File: config.mk
export PLATFORM = sky130hd
export DESIGN_NAME = sfic_top
export DESIGN_NICKNAME = d
export VERILOG_FILES = /design/src/rtl/sfic_pkg.sv /design/src/rtl/sfic_chan_if.sv /design/src/rtl/sfic_chan.sv /design/src/rtl/sfic_top.sv
export SDC_FILE = /design/constraint.sdc
export NUM_CORES = 2
export LEC_CHECK = 0
export BUFFER_PORTS_ARGS = -buffer_cell sky130_fd_sc_hd__clkbuf_2
export CORE_ASPECT_RATIO = 1.1
export CORE_MARGIN = 1.5
export CORE_UTILIZATION = 45
export CTS_CLUSTER_DIAMETER = 60
export DETAILED_ROUTE_END_ITERATION = 7
export GPL_ROUTABILITY_DRIVEN = 0
export GPL_TIMING_DRIVEN = 1
export PLACE_DENSITY = 0.57
export SLEW_MARGIN = 10
export SYNTH_ARGS = -nofsm -noshare
export SYNTH_HDL_FRONTEND = slang
export SYNTH_HIERARCHICAL = 1
export SYNTH_SLANG_ARGS = --single-unit
File: constraint.sdc
create_clock -name clk -period 8.3 [get_ports clk]
set_clock_uncertainty 0.2 [all_clocks]
set_input_delay 0 -clock clk [delete_from_list [all_inputs] [get_ports clk]]
set_output_delay 0 -clock clk [all_outputs]
set_load 0.05 [all_outputs]
File: src/rtl/sfic_pkg.sv
// Purpose: shared constants and types for the supply fault input conditioning block
// Assumes: 100 MHz core clock, 32-bit classic Wishbone register access
// Notes: register byte address is four times the register index
package sfic_pkg;
   // channel counts and widths
   localparam int NPRI = 5;
   localparam int NDUAL = 5;
   localparam int NDET = 10;
   localparam int NFILT = 15;
   localparam int CODE_W = 8;
   localparam int HYST_W = 5;
   localparam int CNT_W = 14;
   localparam int RNG_W = 2;
   // timing: figures in microseconds, counts derived from the clock rate
   localparam int CLK_MHZ = 100;
   localparam int FILT_MAX_US = 100;
   localparam int PULSE_MAX_US = 100;
   localparam int FILT_MAX_CYC = FILT_MAX_US * CLK_MHZ;
   localparam int PULSE_MAX_CYC = PULSE_MAX_US * CLK_MHZ;
   // register indexes
   localparam logic [5:0] IDX_CTRL = 6'h00;
   localparam logic [5:0] IDX_FILT = 6'h01;
   localparam logic [5:0] IDX_PULSE = 6'h02;
   localparam logic [5:0] IDX_STAT = 6'h03;
   localparam logic [5:0] IDX_CH0 = 6'h04;
   // control register fields
   localparam int CTRL_LSEL_LSB = 0;
   localparam int CTRL_EDGE_LSB = 5;
   localparam int CTRL_PDEN_LSB = 10;
   // channel config fields
   localparam int CH_UV_LSB = 0;
   localparam int CH_OV_LSB = 8;
   localparam int CH_HYST_LSB = 16;
   localparam int CH_MODE_LSB = 21;
   localparam int CH_RNG_LSB = 23;
   // status fields
   localparam int STAT_FAULT_LSB = 0;
   localparam int STAT_WARN_LSB = 10;
   localparam int STAT_LOGIC_LSB = 15;
   localparam int STAT_WANY_BIT = 20;
   // writable masks and reset values
   localparam logic [31:0] CTRL_MASK = 32'h0000_7fff;
   localparam logic [31:0] CNT_MASK = 32'h0000_3fff;
   localparam logic [31:0] CH_MASK = 32'h01ff_ffff;
   localparam logic [31:0] CH_VX_MASK = 32'h007f_ffff;
   localparam logic [31:0] CTRL_RST = 32'h0000_0000;
   localparam logic [31:0] CNT_RST = 32'h0000_0000;
   localparam logic [31:0] CH_RST = 32'h0000_ff00;
   // fault detection modes
   typedef enum logic [1:0] {SFIC_MODE_UV, SFIC_MODE_OV, SFIC_MODE_WIN, SFIC_MODE_OFF} sfic_mode_t;
endpackage

File: src/rtl/sfic_chan_if.sv
// Purpose: carries one channel's settings and sample to a detector/filter slice
// Assumes: driven by the top from registered state
// Notes: logic_use selects the pin level instead of the threshold compare
interface sfic_chan_if;
   import sfic_pkg::*;
   logic [CODE_W-1:0] code;
   logic [CODE_W-1:0] uv_th;
   logic [CODE_W-1:0] ov_th;
   logic [HYST_W-1:0] hyst;
   sfic_mode_t mode;
   logic logic_use;
   logic pin;
   logic [CNT_W-1:0] len;
   logic q;
   modport ctl (output code, uv_th, ov_th, hyst, mode, logic_use, pin, len, input q);
   modport chan (input code, uv_th, ov_th, hyst, mode, logic_use, pin, len, output q);
endinterface

File: src/rtl/sfic_chan.sv
// Purpose: one detector slice: hysteretic threshold compare and glitch filter
// Assumes: code and pin already synchronised to clk
// Notes: len of zero passes the result with one register of delay
module sfic_chan
   import sfic_pkg::*;
(
   input wire logic clk,
   input wire logic rstn,
   sfic_chan_if.chan ch
);
   typedef struct packed {
      logic uv_f;
      logic ov_f;
      logic q;
      logic [CNT_W-1:0] cnt;
   } sfic_chst_t;

   sfic_chst_t s_r, s_nxt;
   logic [CODE_W:0] hi_clr;
   logic signed [CODE_W+1:0] lo_clr;
   logic raw;

   // clear points widened so hysteresis cannot wrap
   assign hi_clr = {1'b0, ch.uv_th} + {4'h0, ch.hyst};
   assign lo_clr = $signed({2'b00, ch.ov_th}) - $signed({5'h00, ch.hyst});

   // comparator result selected by fault mode or logic use
   always_comb begin
      case (ch.mode)
         SFIC_MODE_UV: raw = s_r.uv_f;
         SFIC_MODE_OV: raw = s_r.ov_f;
         SFIC_MODE_WIN: raw = s_r.uv_f | s_r.ov_f;
         default: raw = 1'b0;
      endcase
      if (ch.logic_use) begin
         raw = ch.pin;
      end
   end

   // hysteresis flags and glitch filter counter
   always_comb begin
      s_nxt = s_r;
      if (!s_r.uv_f) begin
         s_nxt.uv_f = ch.code < ch.uv_th;
      end else begin
         s_nxt.uv_f = !({1'b0, ch.code} > hi_clr);
      end
      if (!s_r.ov_f) begin
         s_nxt.ov_f = ch.code > ch.ov_th;
      end else begin
         s_nxt.ov_f = !($signed({2'b00, ch.code}) < lo_clr);
      end
      if (raw == s_r.q) begin
         s_nxt.cnt = '0;
      end else if ({1'b0, s_r.cnt} + 15'h0001 >= {1'b0, ch.len}) begin
         s_nxt.q = raw;
         s_nxt.cnt = '0;
      end else begin
         s_nxt.cnt = s_r.cnt + 14'h0001;
      end
   end

   always_ff @(posedge clk or negedge rstn) begin
      if (!rstn) begin
         s_r <= '0;
      end else begin
         s_r <= s_nxt;
      end
   end

   assign ch.q = s_r.q;
endmodule // sfic_chan

File: src/rtl/sfic_top.sv
// Purpose: digital conditioning of supply fault detectors and dual-function inputs
// Assumes: sense_code carries each channel's digitised level in its range's code units
// Notes: channels 0-3 positive inputs, 4 high-voltage input, 5-9 dual-function inputs
//
// Our own choices: the register offsets and the Wishbone slave port.
module sfic_top
   import sfic_pkg::*;
#(
   parameter int FILT_MAX = FILT_MAX_CYC,
   parameter int PULSE_MAX = PULSE_MAX_CYC
) (
   input wire logic clk,
   input wire logic rstn,
   input wire logic wb_cyc_i,
   input wire logic wb_stb_i,
   input wire logic wb_we_i,
   input wire logic [7:0] wb_adr_i,
   input wire logic [3:0] wb_sel_i,
   input wire logic [31:0] wb_dat_i,
   output logic [31:0] wb_dat_o,
   output logic wb_ack_o,
   input wire logic [NDET*CODE_W-1:0] sense_code,
   input wire logic [NDUAL-1:0] vx_pin,
   output logic [NDET-1:0] fault_o,
   output logic [NDUAL-1:0] warn_o,
   output logic warn_any_o,
   output logic [NDUAL-1:0] logic_o,
   output logic [NDUAL-1:0] pulldown_en_o,
   output logic [NPRI*RNG_W-1:0] range_sel_o
);
   typedef struct packed {
      logic [31:0] ctrl;
      logic [31:0] flen;
      logic [31:0] plen;
      logic [NDET-1:0][31:0] chcfg;
      logic [NDET-1:0][CODE_W-1:0] c1;
      logic [NDET-1:0][CODE_W-1:0] c2;
      logic [NDET-1:0][CODE_W-1:0] c3;
      logic [NDET-1:0][CODE_W-1:0] code;
      logic [NDUAL-1:0] p1;
      logic [NDUAL-1:0] p2;
      logic [NDUAL-1:0] p3;
      logic [NDUAL-1:0] pin;
      logic [NDUAL-1:0] lv_q;
      logic [NDUAL-1:0][CNT_W-1:0] pcnt;
      logic [NDUAL-1:0] lout;
      logic [NDET-1:0] fault;
      logic [NDUAL-1:0] warn;
      logic warn_any;
      logic [NDUAL-1:0] pden;
      logic ack;
      logic [31:0] dat;
   } sfic_st_t;

   sfic_st_t s_r, s_nxt;
   logic [NFILT-1:0] filt_q;
   logic [NDUAL-1:0] lsel;
   logic [NDUAL-1:0] edge_m;
   logic [NDUAL-1:0] lv;
   logic [5:0] idx;
   logic req;

   localparam logic [31:0] FILT_CAP = 32'(FILT_MAX);
   localparam logic [31:0] PULSE_CAP = 32'(PULSE_MAX);

   // byte-lane merge of a write into a stored word
   function automatic logic [31:0] wr_merge(input logic [31:0] old, input logic [31:0] wd,
                                            input logic [3:0] sel, input logic [31:0] msk);
      logic [31:0] r;
      r = old;
      for (int b = 0; b < 4; b++) begin
         if (sel[b]) begin
            r[b*8 +: 8] = wd[b*8 +: 8];
         end
      end
      return r & msk;
   endfunction

   // clamp a programmed count to its ceiling
   function automatic logic [31:0] clamp(input logic [31:0] v, input logic [31:0] cap);
      return (v > cap) ? cap : v;
   endfunction

   sfic_chan_if chan_if[NFILT] ();

   assign lsel = s_r.ctrl[CTRL_LSEL_LSB +: NDUAL];
   assign edge_m = s_r.ctrl[CTRL_EDGE_LSB +: NDUAL];
   assign idx = wb_adr_i[7:2];
   assign req = wb_cyc_i & wb_stb_i & ~s_r.ack;

   // detector and logic slices
   generate
      for (genvar i = 0; i < NFILT; i++) begin : g_ch
         if (i < NDET) begin : g_det
            localparam int P = (i >= NPRI) ? i - NPRI : i;
            // dual channel in logic use watches its mapped primary input
            assign chan_if[i].code = (i >= NPRI && lsel[P]) ? s_r.code[P] : s_r.code[i];
            assign chan_if[i].uv_th = s_r.chcfg[i][CH_UV_LSB +: CODE_W];
            assign chan_if[i].ov_th = s_r.chcfg[i][CH_OV_LSB +: CODE_W];
            assign chan_if[i].hyst = s_r.chcfg[i][CH_HYST_LSB +: HYST_W];
            assign chan_if[i].mode = sfic_mode_t'(s_r.chcfg[i][CH_MODE_LSB +: 2]);
            assign chan_if[i].logic_use = 1'b0;
            assign chan_if[i].pin = 1'b0;
         end else begin : g_log
            assign chan_if[i].code = '0;
            assign chan_if[i].uv_th = '0;
            assign chan_if[i].ov_th = '0;
            assign chan_if[i].hyst = '0;
            assign chan_if[i].mode = SFIC_MODE_OFF;
            assign chan_if[i].logic_use = 1'b1;
            assign chan_if[i].pin = s_r.pin[i-NDET];
         end
         assign chan_if[i].len = s_r.flen[CNT_W-1:0];
         assign filt_q[i] = chan_if[i].q;
         sfic_chan u_chan (
            .clk(clk),
            .rstn(rstn),
            .ch(chan_if[i])
         );
      end
   endgenerate

   // analog selection removes the logic input
   assign lv = filt_q[NFILT-1:NDET] & lsel;

   // synchronisers, registers, bus and outputs
   always_comb begin
      s_nxt = s_r;
      s_nxt.c1 = sense_code;
      s_nxt.c2 = s_r.c1;
      s_nxt.c3 = s_r.c2;
      for (int i = 0; i < NDET; i++) begin
         if (s_r.c2[i] == s_r.c3[i]) begin
            s_nxt.code[i] = s_r.c3[i];
         end
      end
      s_nxt.p1 = vx_pin;
      s_nxt.p2 = s_r.p1;
      s_nxt.p3 = s_r.p2;
      for (int j = 0; j < NDUAL; j++) begin
         if (s_r.p2[j] == s_r.p3[j]) begin
            s_nxt.pin[j] = s_r.p3[j];
         end
      end
      // register bus: ack one cycle after the request
      s_nxt.ack = req;
      s_nxt.dat = '0;
      if (req && wb_we_i) begin
         case (idx)
            IDX_CTRL: s_nxt.ctrl = wr_merge(s_r.ctrl, wb_dat_i, wb_sel_i, CTRL_MASK);
            IDX_FILT: s_nxt.flen = clamp(wr_merge(s_r.flen, wb_dat_i, wb_sel_i, CNT_MASK),
                                         FILT_CAP);
            IDX_PULSE: s_nxt.plen = clamp(wr_merge(s_r.plen, wb_dat_i, wb_sel_i, CNT_MASK),
                                          PULSE_CAP);
            default: begin
               for (int i = 0; i < NDET; i++) begin
                  if (idx == IDX_CH0 + 6'(i)) begin
                     // dual inputs carry no range field of their own
                     s_nxt.chcfg[i] = wr_merge(s_r.chcfg[i], wb_dat_i, wb_sel_i,
                                               (i < NPRI) ? CH_MASK : CH_VX_MASK);
                  end
               end
            end
         endcase
      end else if (req) begin
         case (idx)
            IDX_CTRL: s_nxt.dat = s_r.ctrl;
            IDX_FILT: s_nxt.dat = s_r.flen;
            IDX_PULSE: s_nxt.dat = s_r.plen;
            IDX_STAT: begin
               s_nxt.dat[STAT_FAULT_LSB +: NDET] = s_r.fault;
               s_nxt.dat[STAT_WARN_LSB +: NDUAL] = s_r.warn;
               s_nxt.dat[STAT_LOGIC_LSB +: NDUAL] = s_r.lout;
               s_nxt.dat[STAT_WANY_BIT] = s_r.warn_any;
            end
            default: begin
               for (int i = 0; i < NDET; i++) begin
                  if (idx == IDX_CH0 + 6'(i)) begin
                     s_nxt.dat = s_r.chcfg[i];
                     // warning detector reports the range of its primary
                     if (i >= NPRI && lsel[i-NPRI]) begin
                        s_nxt.dat[CH_RNG_LSB +: RNG_W] =
                           s_r.chcfg[i-NPRI][CH_RNG_LSB +: RNG_W];
                     end
                  end
               end
            end
         endcase
      end
      // fault and warning outputs
      s_nxt.fault[NPRI-1:0] = filt_q[NPRI-1:0];
      s_nxt.fault[NDET-1:NPRI] = filt_q[NDET-1:NPRI] & ~lsel;
      s_nxt.warn = filt_q[NDET-1:NPRI] & lsel;
      s_nxt.warn_any = |s_nxt.warn;
      s_nxt.pden = s_r.ctrl[CTRL_PDEN_LSB +: NDUAL] & lsel;
      // logic outputs: level copy or timed edge pulse
      s_nxt.lv_q = lv;
      for (int j = 0; j < NDUAL; j++) begin
         if (!edge_m[j]) begin
            s_nxt.lout[j] = lv[j];
            s_nxt.pcnt[j] = '0;
         end else if (lv[j] != s_r.lv_q[j]) begin
            s_nxt.lout[j] = 1'b1;
            s_nxt.pcnt[j] = (s_r.plen[CNT_W-1:0] == '0) ? '0 : s_r.plen[CNT_W-1:0] - 14'h0001;
         end else if (s_r.pcnt[j] != '0) begin
            s_nxt.pcnt[j] = s_r.pcnt[j] - 14'h0001;
         end else begin
            s_nxt.lout[j] = 1'b0;
         end
      end
   end

   always_ff @(posedge clk or negedge rstn) begin
      if (!rstn) begin
         s_r <= '0;
         s_r.ctrl <= CTRL_RST;
         s_r.flen <= CNT_RST;
         s_r.plen <= CNT_RST;
         s_r.chcfg <= {NDET{CH_RST}};
      end else begin
         s_r <= s_nxt;
      end
   end

   // outputs straight from the state register
   assign wb_dat_o = s_r.dat;
   assign wb_ack_o = s_r.ack;
   assign fault_o = s_r.fault;
   assign warn_o = s_r.warn;
   assign warn_any_o = s_r.warn_any;
   assign logic_o = s_r.lout;
   assign pulldown_en_o = s_r.pden;
   generate
      for (genvar k = 0; k < NPRI; k++) begin : g_rng
         assign range_sel_o[k*RNG_W +: RNG_W] = s_r.chcfg[k][CH_RNG_LSB +: RNG_W];
      end
   endgenerate
endmodule // sfic_top
### Word level (Yosys, flattened, before mapping)

Cells that the tools add are included.

| operators by class | value |
|---|---|
| add/sub/neg operators | 56 |
| $mul | 0 |
| div/mod/pow operators | 0 |
| order comparisons | 57 |
| eq/ne operators | 78 |
| shifts and indexed selects | 0 |
| mux-type cells | 129 |
| bitwise logic cells | 34 |
| reduce and logical (&&, ||, !) cells | 95 |

Operator list:

| operator | count |
|---|---|
| two-way mux 14 bit | 48 |
| two-way mux 32 bit | 11 |
| adder 14 x 1 -> 15 bit, second input constant | 15 |
| >= comparator 15 x 14 -> 1 bit | 15 |
| adder 14 x 1 -> 14 bit, second input constant | 15 |
| AND reduction 4 bit | 35 |
| less-than comparator 9 x 10 -> 1 bit | 10 |
| adder 8 x 5 -> 9 bit | 10 |
| > comparator 8 x 9 -> 1 bit | 10 |
| subtractor 8 x 5 -> 9 bit | 10 |
| two-way mux 8 bit | 11 |
| case mux 21 bit (4 select lines) | 1 |
| subtractor 14 x 1 -> 14 bit, second input constant | 6 |
| == test 8 bit | 10 |
| > comparator 8 bit | 10 |
| less-than comparator 8 bit | 10 |
| nonzero test 14 bit | 5 |
| == test 6 x 4 -> 1 bit, second input constant | 6 |
| two-way mux 6 bit | 6 |
| two-way mux 1 bit | 35 |
| AND reduction 2 bit | 17 |
| case mux 11 bit (3 select lines) | 1 |
| case mux 1 bit (3 select lines) | 10 |
| > comparator 14 bit, second input constant | 2 |
| 25 further kinds | 140 |

| word-level totals | value |
|---|---|
| flip-flop bits (word level) | 1,002 |
| bits in latches | 0 |
| RAM bits | 0 |
| memory bits (read-only) | 0 |
| output and inout port bits | 69 |
| word-level logic and storage cells | 603 |
| memories | 0 |

### Logic depth before layout (Yosys ltp)

| logic depth | value |
|---|---|
| word-level depth | 14 |
| mapped depth | 16 |
| gate-level depth less buffers | 16 |

### Modules after synthesis

Netlist, hierarchy kept.

Modules (own cells, without submodules):

| module | times used | cells an instance | area each (µm²) | sequential area each (µm²) |
|---|---|---|---|---|
| sfic_top | 1 | 2,401 | 31,521.5 | 18,868.1 |
| sfic_chan at g_ch[13].u_chan ... | 7 | 272 | 2,378.5 | 425.4 |
| sfic_chan at g_ch[0].u_chan ... | 5 | 276 | 2,404.8 | 425.4 |
| sfic_chan at g_ch[5].u_chan | 1 | 282 | 2,451.1 | 425.4 |
| sfic_chan at g_ch[9].u_chan | 1 | 277 | 2,424.8 | 425.4 |
| sfic_chan at g_ch[7].u_chan | 1 | 272 | 2,352.3 | 425.4 |

### Worst setup path before layout

No wires, ideal clock.

| timing path | value |
|---|---|
| path kind | flip-flop to flip-flop |
| from | reg s_r (netlist bit chan_if[7].ov_th[0]) |
| to | reg g_ch[7].u_chan/s_r[15] (netlist name) |
| library setup time | 0.134 ns |
| arrival time | 2.714 ns |
| required time | 7.966 ns |
| slack | 5.251 ns |
| cell stages (with the launch flop) | 16 |
| buffers on the path | 0 |
| path through | dfstp_2 -> inv_1 -> ha_1 -> fa_1 -> nand2b_1 -> a21boi_0 -> o21ai_0 -> nand2_1 -> xnor2_1 -> ha_1 -> a21oi_1 -> o22ai_1 -> nor3b_1 -> o31ai_1 -> a31oi_1 -> nor3_1 |

RTL lines:

| element | RTL line | text |
|---|---|---|
| from (decl) | sfic_top.sv:55 | `sfic_st_t s_r, s_nxt;` |
| from (signal assigned) | sfic_top.sv:221 | `s_r <= s_nxt;` |
| to (signal assigned) | sfic_chan.sv:67 | `s_r <= s_nxt;` |
| to (decl) | sfic_chan.sv:18 | `sfic_chst_t s_r, s_nxt;` |

### Worst setup path in the final report

| timing path | value |
|---|---|
| from | reg g_ch[9].u_chan/s_r[0] (netlist name) |
| to | reg g_ch[9].u_chan.s_r (netlist bit g_ch[9].u_chan/ch.q) |

| between the ends | value |
|---|---|
| longest elaborated chain between the ends | 3 |

Ends and longest elaborated chain:

| element | RTL line | text |
|---|---|---|
| from (decl) | sfic_chan.sv:18 |  |
| from (signal assigned) | sfic_chan.sv:67 |  |
| adder 14 x 1 -> 15 bit | sfic_chan.sv:55 | `end else if ({1'b0, s_r.cnt} + 15'h0001 >= {1'b0, ch.len}) begin` |
| >= comparator 15 x 14 -> 1 bit | sfic_chan.sv:55 |  |
| AND reduction 2 bit (no line) | -- |  |

Every way passes these cells.
A chain may end at the register's enable or synchronous reset.

==> impl_metrics.csv <==
group,metric,value,unit
final_layout,ff_latch_area,25250,sq um
cts,clock_sink_count,1005,
timing,worst_slew_pin_slew,1.301,ns
cts,cts_tree,"yes",
grt,grt_start_max_net_pins,153,
final_layout,nNetsFinal,8341,
cts,insertion_delay,0.76,ns
final_layout,nFillCells,13330,
timing,rsz0062_at_grt,"false",
die,rows,148,
critical_path,crit_type,"reg -> reg",
power,p_leak,0.03643,uW
route,wl_per_cell,20.74,microns
route,drc,10,
die,io_pins,203,
final_layout,multi_input_area,40420,sq um
critical_path,crit_chain,"ha_1 -> and3_1 -> and3_1 -> nand2_1 -> xnor2_1 -> ha_1 -> o211ai_1 -> a21oi_1 -> o211ai_1 -> o2111ai_2 -> mux2_1",
grt,grt_use_total,0.2582,
die,dieWidth,372.1,microns
critical_path,cp_top_family,"compound AO/OA/AOI/OAI gates",
critical_path,path_buf_inv,0,
power,p_switching,4944,uW
run,cap_violations,0,
synth,seq_area_frac_synth,0.3745,
grt,grt_overflow,0,
grt,grt_pass1_wl,301800,microns
outcome,violations,"DRC",
power,pwr-share-clk,0.374,
critical_path,cp_slowest_stage_delay,0.80,ns
die,dieArea,152200,sq um
timing,finalSetupTns,0,ns
power,power_density,191.6,nW/um^2
timing,final_hold_viol_count,0,
route,vias,51470,
synth,synth_cell_types,113,
die,die_y,409.0,microns
synth,yosys_warnings,6,
timing,slew_viol_final,0,
die,core-area,148300,sq um
synth,avgSynthCellArea,10.35,sq um
synth,synthFlopType,"dfrtp_1",
hold_path,hp-class,"in -> reg",
final_layout,layout_common_cells,"dfrtp_1 (925), ha_1 (831), inv_1 (594)",
timing,fin_ws,4.604,ns
grt,grt_pass1_vias,51840,
die,start_util,0.4546,
critical_path,start_kind,"register",
timing,fin_crit,3.696,ns
cts,cts_buffer_depth,3,
power,seqPwrFrac,0.382,
critical_path,cp-end-kind,"register",
cts,cts-root-buf,"clkbuf_16",
synth,synth.ff_latch_count,1005,
synth,synthCells,6516,
timing,fmax,270.6,MHz
synth,netlist_area,67420,sq um
cts,htree_levels,3,
place,dpl_worst_slack,4.583,ns
route,wl,195200,microns
place,dp.final_hpwl,143700,microns
timing,period_share,0.4453,
cts,cts_hold_buffers,225,
power,p_int,10080,uW
route,vias_per_cell,5.468,
final_layout,drive_above_1_share,0.1615,
critical_path,slowest_stage,"o2111ai_2",
route,ant_nets,0,
grt,antenna_found_initial,22,
power,ir_drop,0.1810,mV
cts,path_clk_slew,0.06,ns
route,dr.pass1.iters,8,
timing,relSlewSlack,0.1249,
cts,cts_buffers,119,
critical_path,critPathRequiredTime,8.73,ns
outcome,outcome,"finished with violations",
final_layout,final_common_cell,"dfrtp_1",
power,swShare,0.3291,
place,port_buffers,186,
power,p_comb_frac,0.244,
final_layout,synthToLayoutAreaGrowth,16.26,%
critical_path,cp_max_fo,15,
synth,async_flop_share,1.000,
cts,cts_resized,0,
critical_path,worstPathArrival,4.12,ns
route,dr.first_iter.drc_count,3598,
cts,cts_setup_buffers,0,
synth,synth_edf_count,0,
timing,setup_viol,0,
timing,whs,0.1012,ns
==> layout make-up <==
class	count	share of cell area
multi-input cells	5152	0.5156
flip-flops and latches	1005	0.3221
repair buffers	467	0.04750
clock buffers	151	0.04240
well taps	1950	0.03113
inverters	601	0.02878
clock inverters	75	0.01208
diodes	11	0.0003512
==> stage by stage <==
stage	utilization	area (sq um)	total power, uW	instances
global placement	0.4842	71820	9231	8950
detailed placement	0.4842	71820	9304	8950
floorplan	-	69090	8315	6961
global route	0.5283	78360	15840	9403
CTS	0.5283	78360	15070	9401
finish	0.5285	78380	15020	9412
==> state kept, by name (all words and copies together) (netlist names), 10 cells and up <==
register and cells:
g_ch.u_chan/s_r 240, s_r 219, s_nxt 170, chan_if.ov_th 80
chan_if.uv_th 80, chan_if.hyst 50, chan_if.code 40, wb_dat_o 25
chan_if.mode 20, g_ch.u_chan/ch.q 15, chan_if.len 14, fault_o 10
range_sel_o 10
==> synthesized netlist by cell type, types with 63 or more instances <==
cell | instances | area share
inv_1 | 594 | 0.033
buf_4 | 70 | 0.0078
o211ai_1 | 63 | 0.0070
nor2_1 | 281 | 0.016
clkbuf_1 | 64 | 0.0036
ha_1 | 831 | 0.15
nand4_1 | 127 | 0.012
a21oi_1 | 294 | 0.022
xnor2_1 | 305 | 0.040
nand2b_1 | 72 | 0.0067
nor2b_1 | 115 | 0.011
mux2_2 | 376 | 0.063
dfstp_2 | 80 | 0.031
a21o_1 | 128 | 0.014
o21ai_0 | 222 | 0.016
nor3_1 | 89 | 0.0066
nand3_1 | 178 | 0.013
dfrtp_1 | 925 | 0.34
nand2_1 | 332 | 0.018
xor2_1 | 182 | 0.024
==> cell families (layout without fill, tap and decap cells) <==
| logic type | Yosys count | after routing | share of synthesized area |
|---|---|---|---|
| adders and majority gates | 866 | 866 | 0.1639 |
| DFF | 1005 | 1005 | 0.3745 |
| and+or+nand+nor | 1663 | 1663 | 0.1411 |
| xor gates and xnor gates | 495 | 495 | 0.06519 |
| other | 2 | 458 | 0.0001114 |
| AOI/OAI and AO/OA | 1227 | 1227 | 0.1232 |
| buffers and inverters | 804 | 1294 | 0.05131 |
| muxes | 454 | 454 | 0.08065 |
==> power groups by stage <==
stage / registers, uW / logic, uW / clock network, uW
final: 5730 / 3660 / 5620
after global routing: 5770 / 4110 / 5950
after CTS: 5730 / 3590 / 5750
after detailed placement: 5820 / 3490 / 0
after global placement: 5810 / 3420 / 0
after floorplan: 5560 / 2760 / 0
==> routing by layer <==
layer,share of wire,global-route usage,vias to the layer above
met1,0.43,0.3361,25060
met5,0.00028,0,-
met4,0.045,0.1063,10
met2,0.46,0.4206,1477
met3,0.067,0.04636,428
li1,-,-,24500
==> worst register-to-register path, delay by kind of cell (launching register included) <==
| kind | cells | cell delay, ns |
|---|---|---|
| compound gates | 4 | 1.25 |
| flops | 1 | 0.48 |
| simple gates | 3 | 0.47 |
| xor+xnor | 1 | 0.15 |
| mux | 1 | 0.39 |
| fa+ha+maj | 2 | 0.64 |
==> worst paths after layout <==
path,cells after the start,slack (ns),from,endpoint
max in group asynchronous,5,6.18,rstn,g_ch[3].u_chan/s_r[16]
min in group asynchronous,4,0.31,rstn,s_r[77]
max,11,4.60,g_ch[9].u_chan/s_r[0],g_ch[9].u_chan/ch.q
min,5,0.10,wb_adr_i[6],wb_dat_o[15]
max reg2reg,11,4.60,g_ch[9].u_chan/s_r[0],g_ch[9].u_chan/ch.q
min reg2reg,0,0.14,s_nxt[327],s_nxt[247]
Note: power is estimated with default switching activity, not from simulation.
